`src/logic/exec_unit_defines.vh`:
```
// Opcode field encodings and status bit positions for the execute slice
`ifndef EXEC_UNIT_DEFINES_VH
`define EXEC_UNIT_DEFINES_VH
`define OP_NONE          3'h0
`define OP_ROT_RIGHT     3'h1
`define OP_ROT_LEFT      3'h2
`define OP_LIT_MINUS_ACC 3'h3
`define OP_RETURN_CONST  3'h4
`define OP_SLEEP         3'h5
`define OP_ADD_ACC_PC    3'h6
`define STAT_CARRY       0
`define STAT_NIBBLE      1
`define STAT_ZERO        2
`define STAT_SLEEP_N     3
`define STAT_EXPIRY_N    4
`define STATUS_RESET     5'h18
`define RETURN_CYCLES    2'h2
`endif

```
`src/logic/literal_sub.v`:
```
// Literal minus accumulator with carry, nibble carry and zero
`timescale 1ns/1ps
module literal_sub (
    input  wire [7:0] literal,
    input  wire [7:0] acc,
    output wire [7:0] result,
    output wire       carry,
    output wire       nibble_carry,
    output wire       zero
);
    wire [8:0] diff;
    wire [4:0] low_diff;
    // Borrow-free extra bit means acc <= literal
    assign diff         = {1'b0, literal} - {1'b0, acc};
    assign low_diff     = {1'b0, literal[3:0]} - {1'b0, acc[3:0]};
    assign result       = diff[7:0];
    assign carry        = ~diff[8];
    assign nibble_carry = ~low_diff[4];
    assign zero         = (diff[7:0] == 8'h00);
endmodule

```
`src/logic/exec_unit.v`:
```
// Execute slice: rotates, literal subtract, return with constant, sleep
//
// The address map and the address-and-strobe port were left to the implementer.
`timescale 1ns/1ps
`include "exec_unit_defines.vh"
module exec_unit (
    input  wire        sys_clk,
    input  wire        reset,
    input  wire        issue,
    input  wire [2:0]  opcode,
    input  wire [6:0]  file_addr,
    input  wire        dest_file,
    input  wire [7:0]  literal,
    input  wire [7:0]  file_rdata,
    input  wire [10:0] pc_in,
    input  wire [10:0] stack_top,
    input  wire        wake,
    output reg  [7:0]  acc,
    output reg  [4:0]  status,
    output reg         file_we,
    output reg  [6:0]  file_waddr,
    output reg  [7:0]  file_wdata,
    output reg         pc_load,
    output reg  [10:0] pc_value,
    output reg         stack_pop,
    output reg         wdt_clear,
    output reg         osc_stop,
    output wire        busy
);
    localparam RUN    = 2'h0;
    localparam WAIT   = 2'h1;
    localparam ASLEEP = 2'h2;

    reg  [1:0] state;
    reg  [1:0] next_state;
    reg  [1:0] wait_cnt;
    reg  [1:0] next_wait_cnt;
    reg        wake_meta;
    reg        wake_sync;
    wire [7:0] sub_result;
    wire       sub_carry;
    wire       sub_nibble;
    wire       sub_zero;
    wire        accept;
    wire [11:0] table_sum;

    literal_sub u_sub (
        .literal      (literal),
        .acc          (acc),
        .result       (sub_result),
        .carry        (sub_carry),
        .nibble_carry (sub_nibble),
        .zero         (sub_zero)
    );

    // Result goes to the file or the accumulator by the destination bit
    function [8:0] rotate;
        input       left;
        input [7:0] val;
        input       cin;
        begin
            if (left)
                rotate = {val[7], val[6:0], cin};
            else
                rotate = {val[0], cin, val[7:1]};
        end
    endfunction

    reg [8:0] rot;
    always @* begin
        rot = rotate(opcode == `OP_ROT_LEFT, file_rdata, status[`STAT_CARRY]);
    end

    // Opcode decodes shared by the sequencer and the datapath blocks
    function is_rotate;
        input [2:0] op;
        begin
            is_rotate = (op == `OP_ROT_RIGHT) || (op == `OP_ROT_LEFT);
        end
    endfunction

    function is_two_cycle;
        input [2:0] op;
        begin
            is_two_cycle = (op == `OP_RETURN_CONST);
        end
    endfunction

    function is_sleep;
        input [2:0] op;
        begin
            is_sleep = (op == `OP_SLEEP);
        end
    endfunction

    // Busy covers the issuing cycle of a return so the core holds its next fetch
    assign busy   = (state != RUN) | (issue & is_two_cycle(opcode));
    assign accept = issue & (state == RUN);
    // Spare top bit keeps the sum honest; the jump wraps within program memory
    assign table_sum = {1'b0, pc_in} + {4'h0, acc};

    // Wake is an asynchronous event; synchronise before use
    always @(posedge sys_clk) begin
        wake_meta <= wake;
        wake_sync <= wake_meta;
    end

    always @* begin
        next_state    = state;
        next_wait_cnt = wait_cnt;
        case (state)
            RUN: begin
                if (accept && is_two_cycle(opcode)) begin
                    next_state    = WAIT;
                    next_wait_cnt = `RETURN_CYCLES - 2'h1;
                end else if (accept && is_sleep(opcode)) begin
                    next_state = ASLEEP;
                end
            end
            WAIT: begin
                // Second cycle of a two-cycle return; new issues ignored
                next_wait_cnt = wait_cnt - 2'h1;
                if (wait_cnt == 2'h1)
                    next_state = RUN;
            end
            ASLEEP: begin
                // Halted until an external wake; issues are ignored
                if (wake_sync)
                    next_state = RUN;
            end
            default: next_state = RUN;
        endcase
    end

    always @(posedge sys_clk) begin
        if (reset) begin
            state    <= RUN;
            wait_cnt <= 2'h0;
        end else begin
            state    <= next_state;
            wait_cnt <= next_wait_cnt;
        end
    end

    // Each opcode touches only the flags it names; the rest hold
    always @(posedge sys_clk) begin
        if (reset) begin
            acc    <= 8'h00;
            status <= `STATUS_RESET;
        end else if (accept) begin
            if (is_rotate(opcode)) begin
                status[`STAT_CARRY] <= rot[8];
                if (!dest_file)
                    acc <= rot[7:0];
            end else begin
                case (opcode)
                    `OP_LIT_MINUS_ACC: begin
                        acc                  <= sub_result;
                        status[`STAT_CARRY]  <= sub_carry;
                        status[`STAT_NIBBLE] <= sub_nibble;
                        status[`STAT_ZERO]   <= sub_zero;
                    end
                    `OP_RETURN_CONST: begin
                        acc <= literal;
                    end
                    `OP_SLEEP: begin
                        status[`STAT_SLEEP_N]  <= 1'b0;
                        status[`STAT_EXPIRY_N] <= 1'b1;
                    end
                    default: begin
                    end
                endcase
            end
        end
    end

    // File write port; address and data hold after the strobe drops
    always @(posedge sys_clk) begin
        if (reset) begin
            file_we    <= 1'b0;
            file_waddr <= 7'h00;
            file_wdata <= 8'h00;
        end else begin
            file_we <= accept & is_rotate(opcode) & dest_file;
            if (accept && is_rotate(opcode) && dest_file) begin
                file_waddr <= file_addr;
                file_wdata <= rot[7:0];
            end
        end
    end

    // Program counter and stack requests to the fetch side
    always @(posedge sys_clk) begin
        if (reset) begin
            pc_load   <= 1'b0;
            pc_value  <= 11'h000;
            stack_pop <= 1'b0;
        end else begin
            pc_load   <= 1'b0;
            stack_pop <= 1'b0;
            if (accept) begin
                case (opcode)
                    `OP_RETURN_CONST: begin
                        stack_pop <= 1'b1;
                        pc_load   <= 1'b1;
                        pc_value  <= stack_top;
                    end
                    `OP_ADD_ACC_PC: begin
                        // Computed jump into the constant table
                        pc_load  <= 1'b1;
                        pc_value <= table_sum[10:0];
                    end
                    default: begin
                    end
                endcase
            end
        end
    end

    // Oscillator stays stopped until the synchronised wake is seen
    always @(posedge sys_clk) begin
        if (reset) begin
            wdt_clear <= 1'b0;
            osc_stop  <= 1'b0;
        end else begin
            wdt_clear <= accept & is_sleep(opcode);
            if (accept && is_sleep(opcode))
                osc_stop <= 1'b1;
            else if ((state == ASLEEP) && wake_sync)
                osc_stop <= 1'b0;
        end
    end
endmodule

```
`config.mk`:
```
export PLATFORM = sky130hd
export DESIGN_NAME = exec_unit
export DESIGN_NICKNAME = d
export VERILOG_FILES = /design/src/logic/literal_sub.v /design/src/logic/exec_unit.v
export VERILOG_INCLUDE_DIRS = /design/src /design/src/logic
export SDC_FILE = /design/constraint.sdc
export NUM_CORES = 1
export LEC_CHECK = 0
export ABC_AREA = 1
export BUFFER_PORTS_ARGS = -buffer_cell sky130_fd_sc_hd__buf_4
export CAP_MARGIN = 20
export CORE_MARGIN = 2
export CORE_UTILIZATION = 52
export DETAILED_ROUTE_END_ITERATION = 12
export PLACE_DENSITY_LB_ADDON = 0.05
export SYNTH_ARGS = -nofsm -noshare
export SYNTH_HDL_FRONTEND = slang
export SYNTH_SLANG_ARGS = --single-unit
export TNS_END_PERCENT = 10
```
`constraint.sdc`:
```
create_clock -name sys_clk -period 2.2 [get_ports sys_clk]
set_clock_uncertainty 0.15 [all_clocks]
set_input_delay 0 -clock sys_clk [delete_from_list [all_inputs] [get_ports sys_clk]]
set_output_delay 0 -clock sys_clk [all_outputs]
set_load 0.02 [all_outputs]
```
==> flow_metrics.tcl <==
set metrics [dict create \
    drc 0 \
    synth_nets 548 \
    clock_sink_count 49 \
    clk-insertion-delay-late_ns 0.31 \
    synth_largest_area_cell "sky130_fd_sc_hd__dfxtp_1" \
    place_area_um2 3842 \
    num_antenna_cells 0 \
    dpl.hpwl_mm 6.424 \
    detailed_route_iter0_violations 139 \
    die_x_um 81.19 \
    ant_nets 0 \
    clk_pin_slew_worst_paths_ns 0.10 \
    setup.worst_path.start_class "flop" \
    grt_max_degree 35 \
    tritoncts_clock_tree "yes" \
    ys_types 35 \
    layout-drive-gt1-share 0.2195 \
    place.port_buffers 96 \
    worstSetupPathType "flop to flop" \
    syn-mean-instance-area_um2 6.508 \
    period_minus_slack_ns 2.008 \
    slew_viol_final 0 \
    finish.utilization 0.7547 \
    synth.top_cells.by_area "sky130_fd_sc_hd__dfxtp_1 32%, sky130_fd_sc_hd__nand2_1 16%, sky130_fd_sc_hd__a21oi_1 9.0%" \
    cp.required_ns 2.23 \
    post_drt_wl_per_cell_um 13.02 \
    ys_top_cells_by_count "129 x sky130_fd_sc_hd__nand2_1, 56 x sky130_fd_sc_hd__a21oi_1, 53 x sky130_fd_sc_hd__nor2_1" \
    setup_repair_bufs_after_cts 0 \
    flow.area_growth_from_synthesis_pct 42.53 \
    vdd_drop_max_uv 291.1 \
    postSynthCellCount 476 \
    run_status "completed" \
    kind_of_capture_point_of_the_worst_setup_path "flop" \
    die_footprint_um2 6591 \
    final_cell_area_um2 4415 \
    grt_setup_unrepaired "true" \
    final_hold_viol_count 0 \
    synth_area_um2 3098 \
    grt_pass1_vias 3127 \
    fin_crit_sh 0.9126 \
    yosys_register_bits 49 \
    sequential_to_total_area_share_from_yosys_stat 0.3166 \
    final_nets 686 \
    grt_overflow 0 \
    detail_route.vias_per_cell 5.103 \
    leakage_uw 0.002182 \
    chipHeight_um 81.19 \
    yosys_warnings 0 \
    grt_antenna_before_repair 0 \
    design.portCount 98 \
    floorplan.initialDensity 0.5295 \
    grt_first_pass_wirelength_mm 13.98 \
    htree_num_levels 2 \
    synthDominantCellAreaShare 0.3166 \
    max_freq_mhz 498.1 \
    layout.filler_cells 490 \
    hold-worst-slack_ns 0.01002 \
    std_cell_rows 28 \
    overall_via_count_from_detail_route 3521 \
    worstPathArrival_ns 2.04 \
    synth_enable_flop_cells 0 \
    gp_congestion 0.9405 \
    cts.root.buffer_cell "sky130_fd_sc_hd__clkbuf_8" \
    synth_most_common_cell "sky130_fd_sc_hd__nand2_1" \
    routed_wl_mm 8.983 \
    worstPathMaxFanout 4 \
    clock_tree.buffer_depth 2 \
    number_of_setup_violations_in_the_final_report 0 \
    first_pass_iters 4 \
    core_area_um2 5851 \
    postSynth.topFlopCell "sky130_fd_sc_hd__dfxtp_1" \
    cap_violations 0 \
    power_density_nw_per_um2 504.1 \
    ys_async_sr_fraction 0 \
    min-delay-path-class "primary input to flop" \
    grt.total_usage 0.2696 \
    cts_buffers 5 \
]
## power breakdown
part           internal (uW)  switching [uW]  total (uW)
logic                    316             414         730
clock network            225             318         543
registers                926            27.0         953
total                   1470             759        2230
## timing repair
action / 4_1_cts / 5_1_grt
endpoints found under the setup margin: 0 / 5
hold buffers: 47 / 0
resized for setup: 0 / 6
hold endpoints to repair: 47 / 0
## worst paths after layout
| kind | end | startpoint | cells past startpoint | slack (ns) |
|---|---|---|---|---|
| max | pc_value[8] | acc[0] | 11 | 0.19 |
| max reg2reg | pc_value[8] | acc[0] | 11 | 0.19 |
| min reg2reg | wake_sync | wake_meta | 0 | 0.18 |
| min | pc_value[8] | opcode[1] | 5 | 0.01 |
## routing by layer
metal	global-route usage	up-vias	share of wire
met1	0.3299	1585	0.43
met5	0	-	0
met4	0.07458	0	0.017
met2	0.4769	112	0.48
met3	0.05667	17	0.069
li1	-	1807	-
## critical path, stage by stage, from the launching register on
cell and delay [ns]:
sky130_fd_sc_hd__dfxtp_2 0.37, sky130_fd_sc_hd__ha_1 0.17, sky130_fd_sc_hd__inv_1 0.06, sky130_fd_sc_hd__fa_1 0.41
sky130_fd_sc_hd__inv_1 0.11, sky130_fd_sc_hd__nand3_1 0.07, sky130_fd_sc_hd__nand3_1 0.11, sky130_fd_sc_hd__nand2_1 0.09
sky130_fd_sc_hd__nand3_1 0.08, sky130_fd_sc_hd__nand2_1 0.05, sky130_fd_sc_hd__o21ai_0 0.14, sky130_fd_sc_hd__a21oi_1 0.08
## final cells by class
cell class / instances / area, um2 / share of cell area
repair buffers: 145 / 1206 / 0.2732
well taps: 75 / 93.84 / 0.02125
inverters: 55 / 211.5 / 0.04789
clock buffers: 6 / 72.57 / 0.01644
clock inverters: 2 / 15.01 / 0.003400
flip-flops and latches: 49 / 983.4 / 0.2227
multi-input cells: 358 / 1833 / 0.4151
## logic make-up after synthesis
| family | after synthesis | share of synthesized area |
|---|---|---|
| adders and majority gates | 19 | 0.08158 |
| DFF | 49 | 0.3166 |
| AOI/OAI and AO/OA | 95 | 0.1632 |
| buffers and inverters | 69 | 0.09572 |
| and+or+nand+nor | 241 | 0.3360 |
| other | 1 | 0.001210 |
| xor gates and xnor gates | 2 | 0.005655 |
## placed cells by master, fill, tap and decap left out, types with 2 or more instances in the layout
cell type                       Yosys  routed
sky130_fd_sc_hd__nand2_2            1       2
sky130_fd_sc_hd__inv_1             49      49
sky130_fd_sc_hd__o21ai_1            2       2
sky130_fd_sc_hd__nor2_2             6       5
sky130_fd_sc_hd__dfxtp_1           49      47
sky130_fd_sc_hd__nor2_4             2       3
sky130_fd_sc_hd__a31oi_1            2       2
sky130_fd_sc_hd__inv_2              5       5
sky130_fd_sc_hd__nand2_4            4       4
sky130_fd_sc_hd__nor2_1            53      53
sky130_fd_sc_hd__or2_2              4       4
sky130_fd_sc_hd__buf_4              1      98
sky130_fd_sc_hd__o211ai_1           3       3
sky130_fd_sc_hd__ha_1              17      16
sky130_fd_sc_hd__nand3_1           36      36
sky130_fd_sc_hd__o21bai_1           2       2
sky130_fd_sc_hd__a21oi_1           56      56
sky130_fd_sc_hd__clkinvlp_4         0       2
sky130_fd_sc_hd__dfxtp_2            0       2
sky130_fd_sc_hd__dlygate4sd3_1      0      47
sky130_fd_sc_hd__nand3b_1           3       3
sky130_fd_sc_hd__clkbuf_8           0       5
sky130_fd_sc_hd__nand2_1          129     128
sky130_fd_sc_hd__nand4_1            3       3
sky130_fd_sc_hd__o21ai_0           25      25
## stage by stage
stage	setup slack, ns	std cells	TNS [ns]	total power, uW
6_report	0.1923	690	0	2226
5_1_grt	-0.004214	690	-0.004214	2349
2_1_floorplan	0.1754	476	0	1401
4_1_cts	0.09279	690	0	2221
3_3_place_gp	0.2044	635	0	1612
3_5_place_dp	0.1624	635	0	1625
## state kept, by name, indices dropped and copies added (netlist names)
register and count:
pc_value 11, acc 8, file_wdata 8, file_waddr 7, status 4, state 2, wait_cnt 2, file_we 1
osc_stop 1, pc_load 1, stack_pop 1, wake_meta 1, wake_sync 1, wdt_clear 1
(Power assumes the default switching activity.)
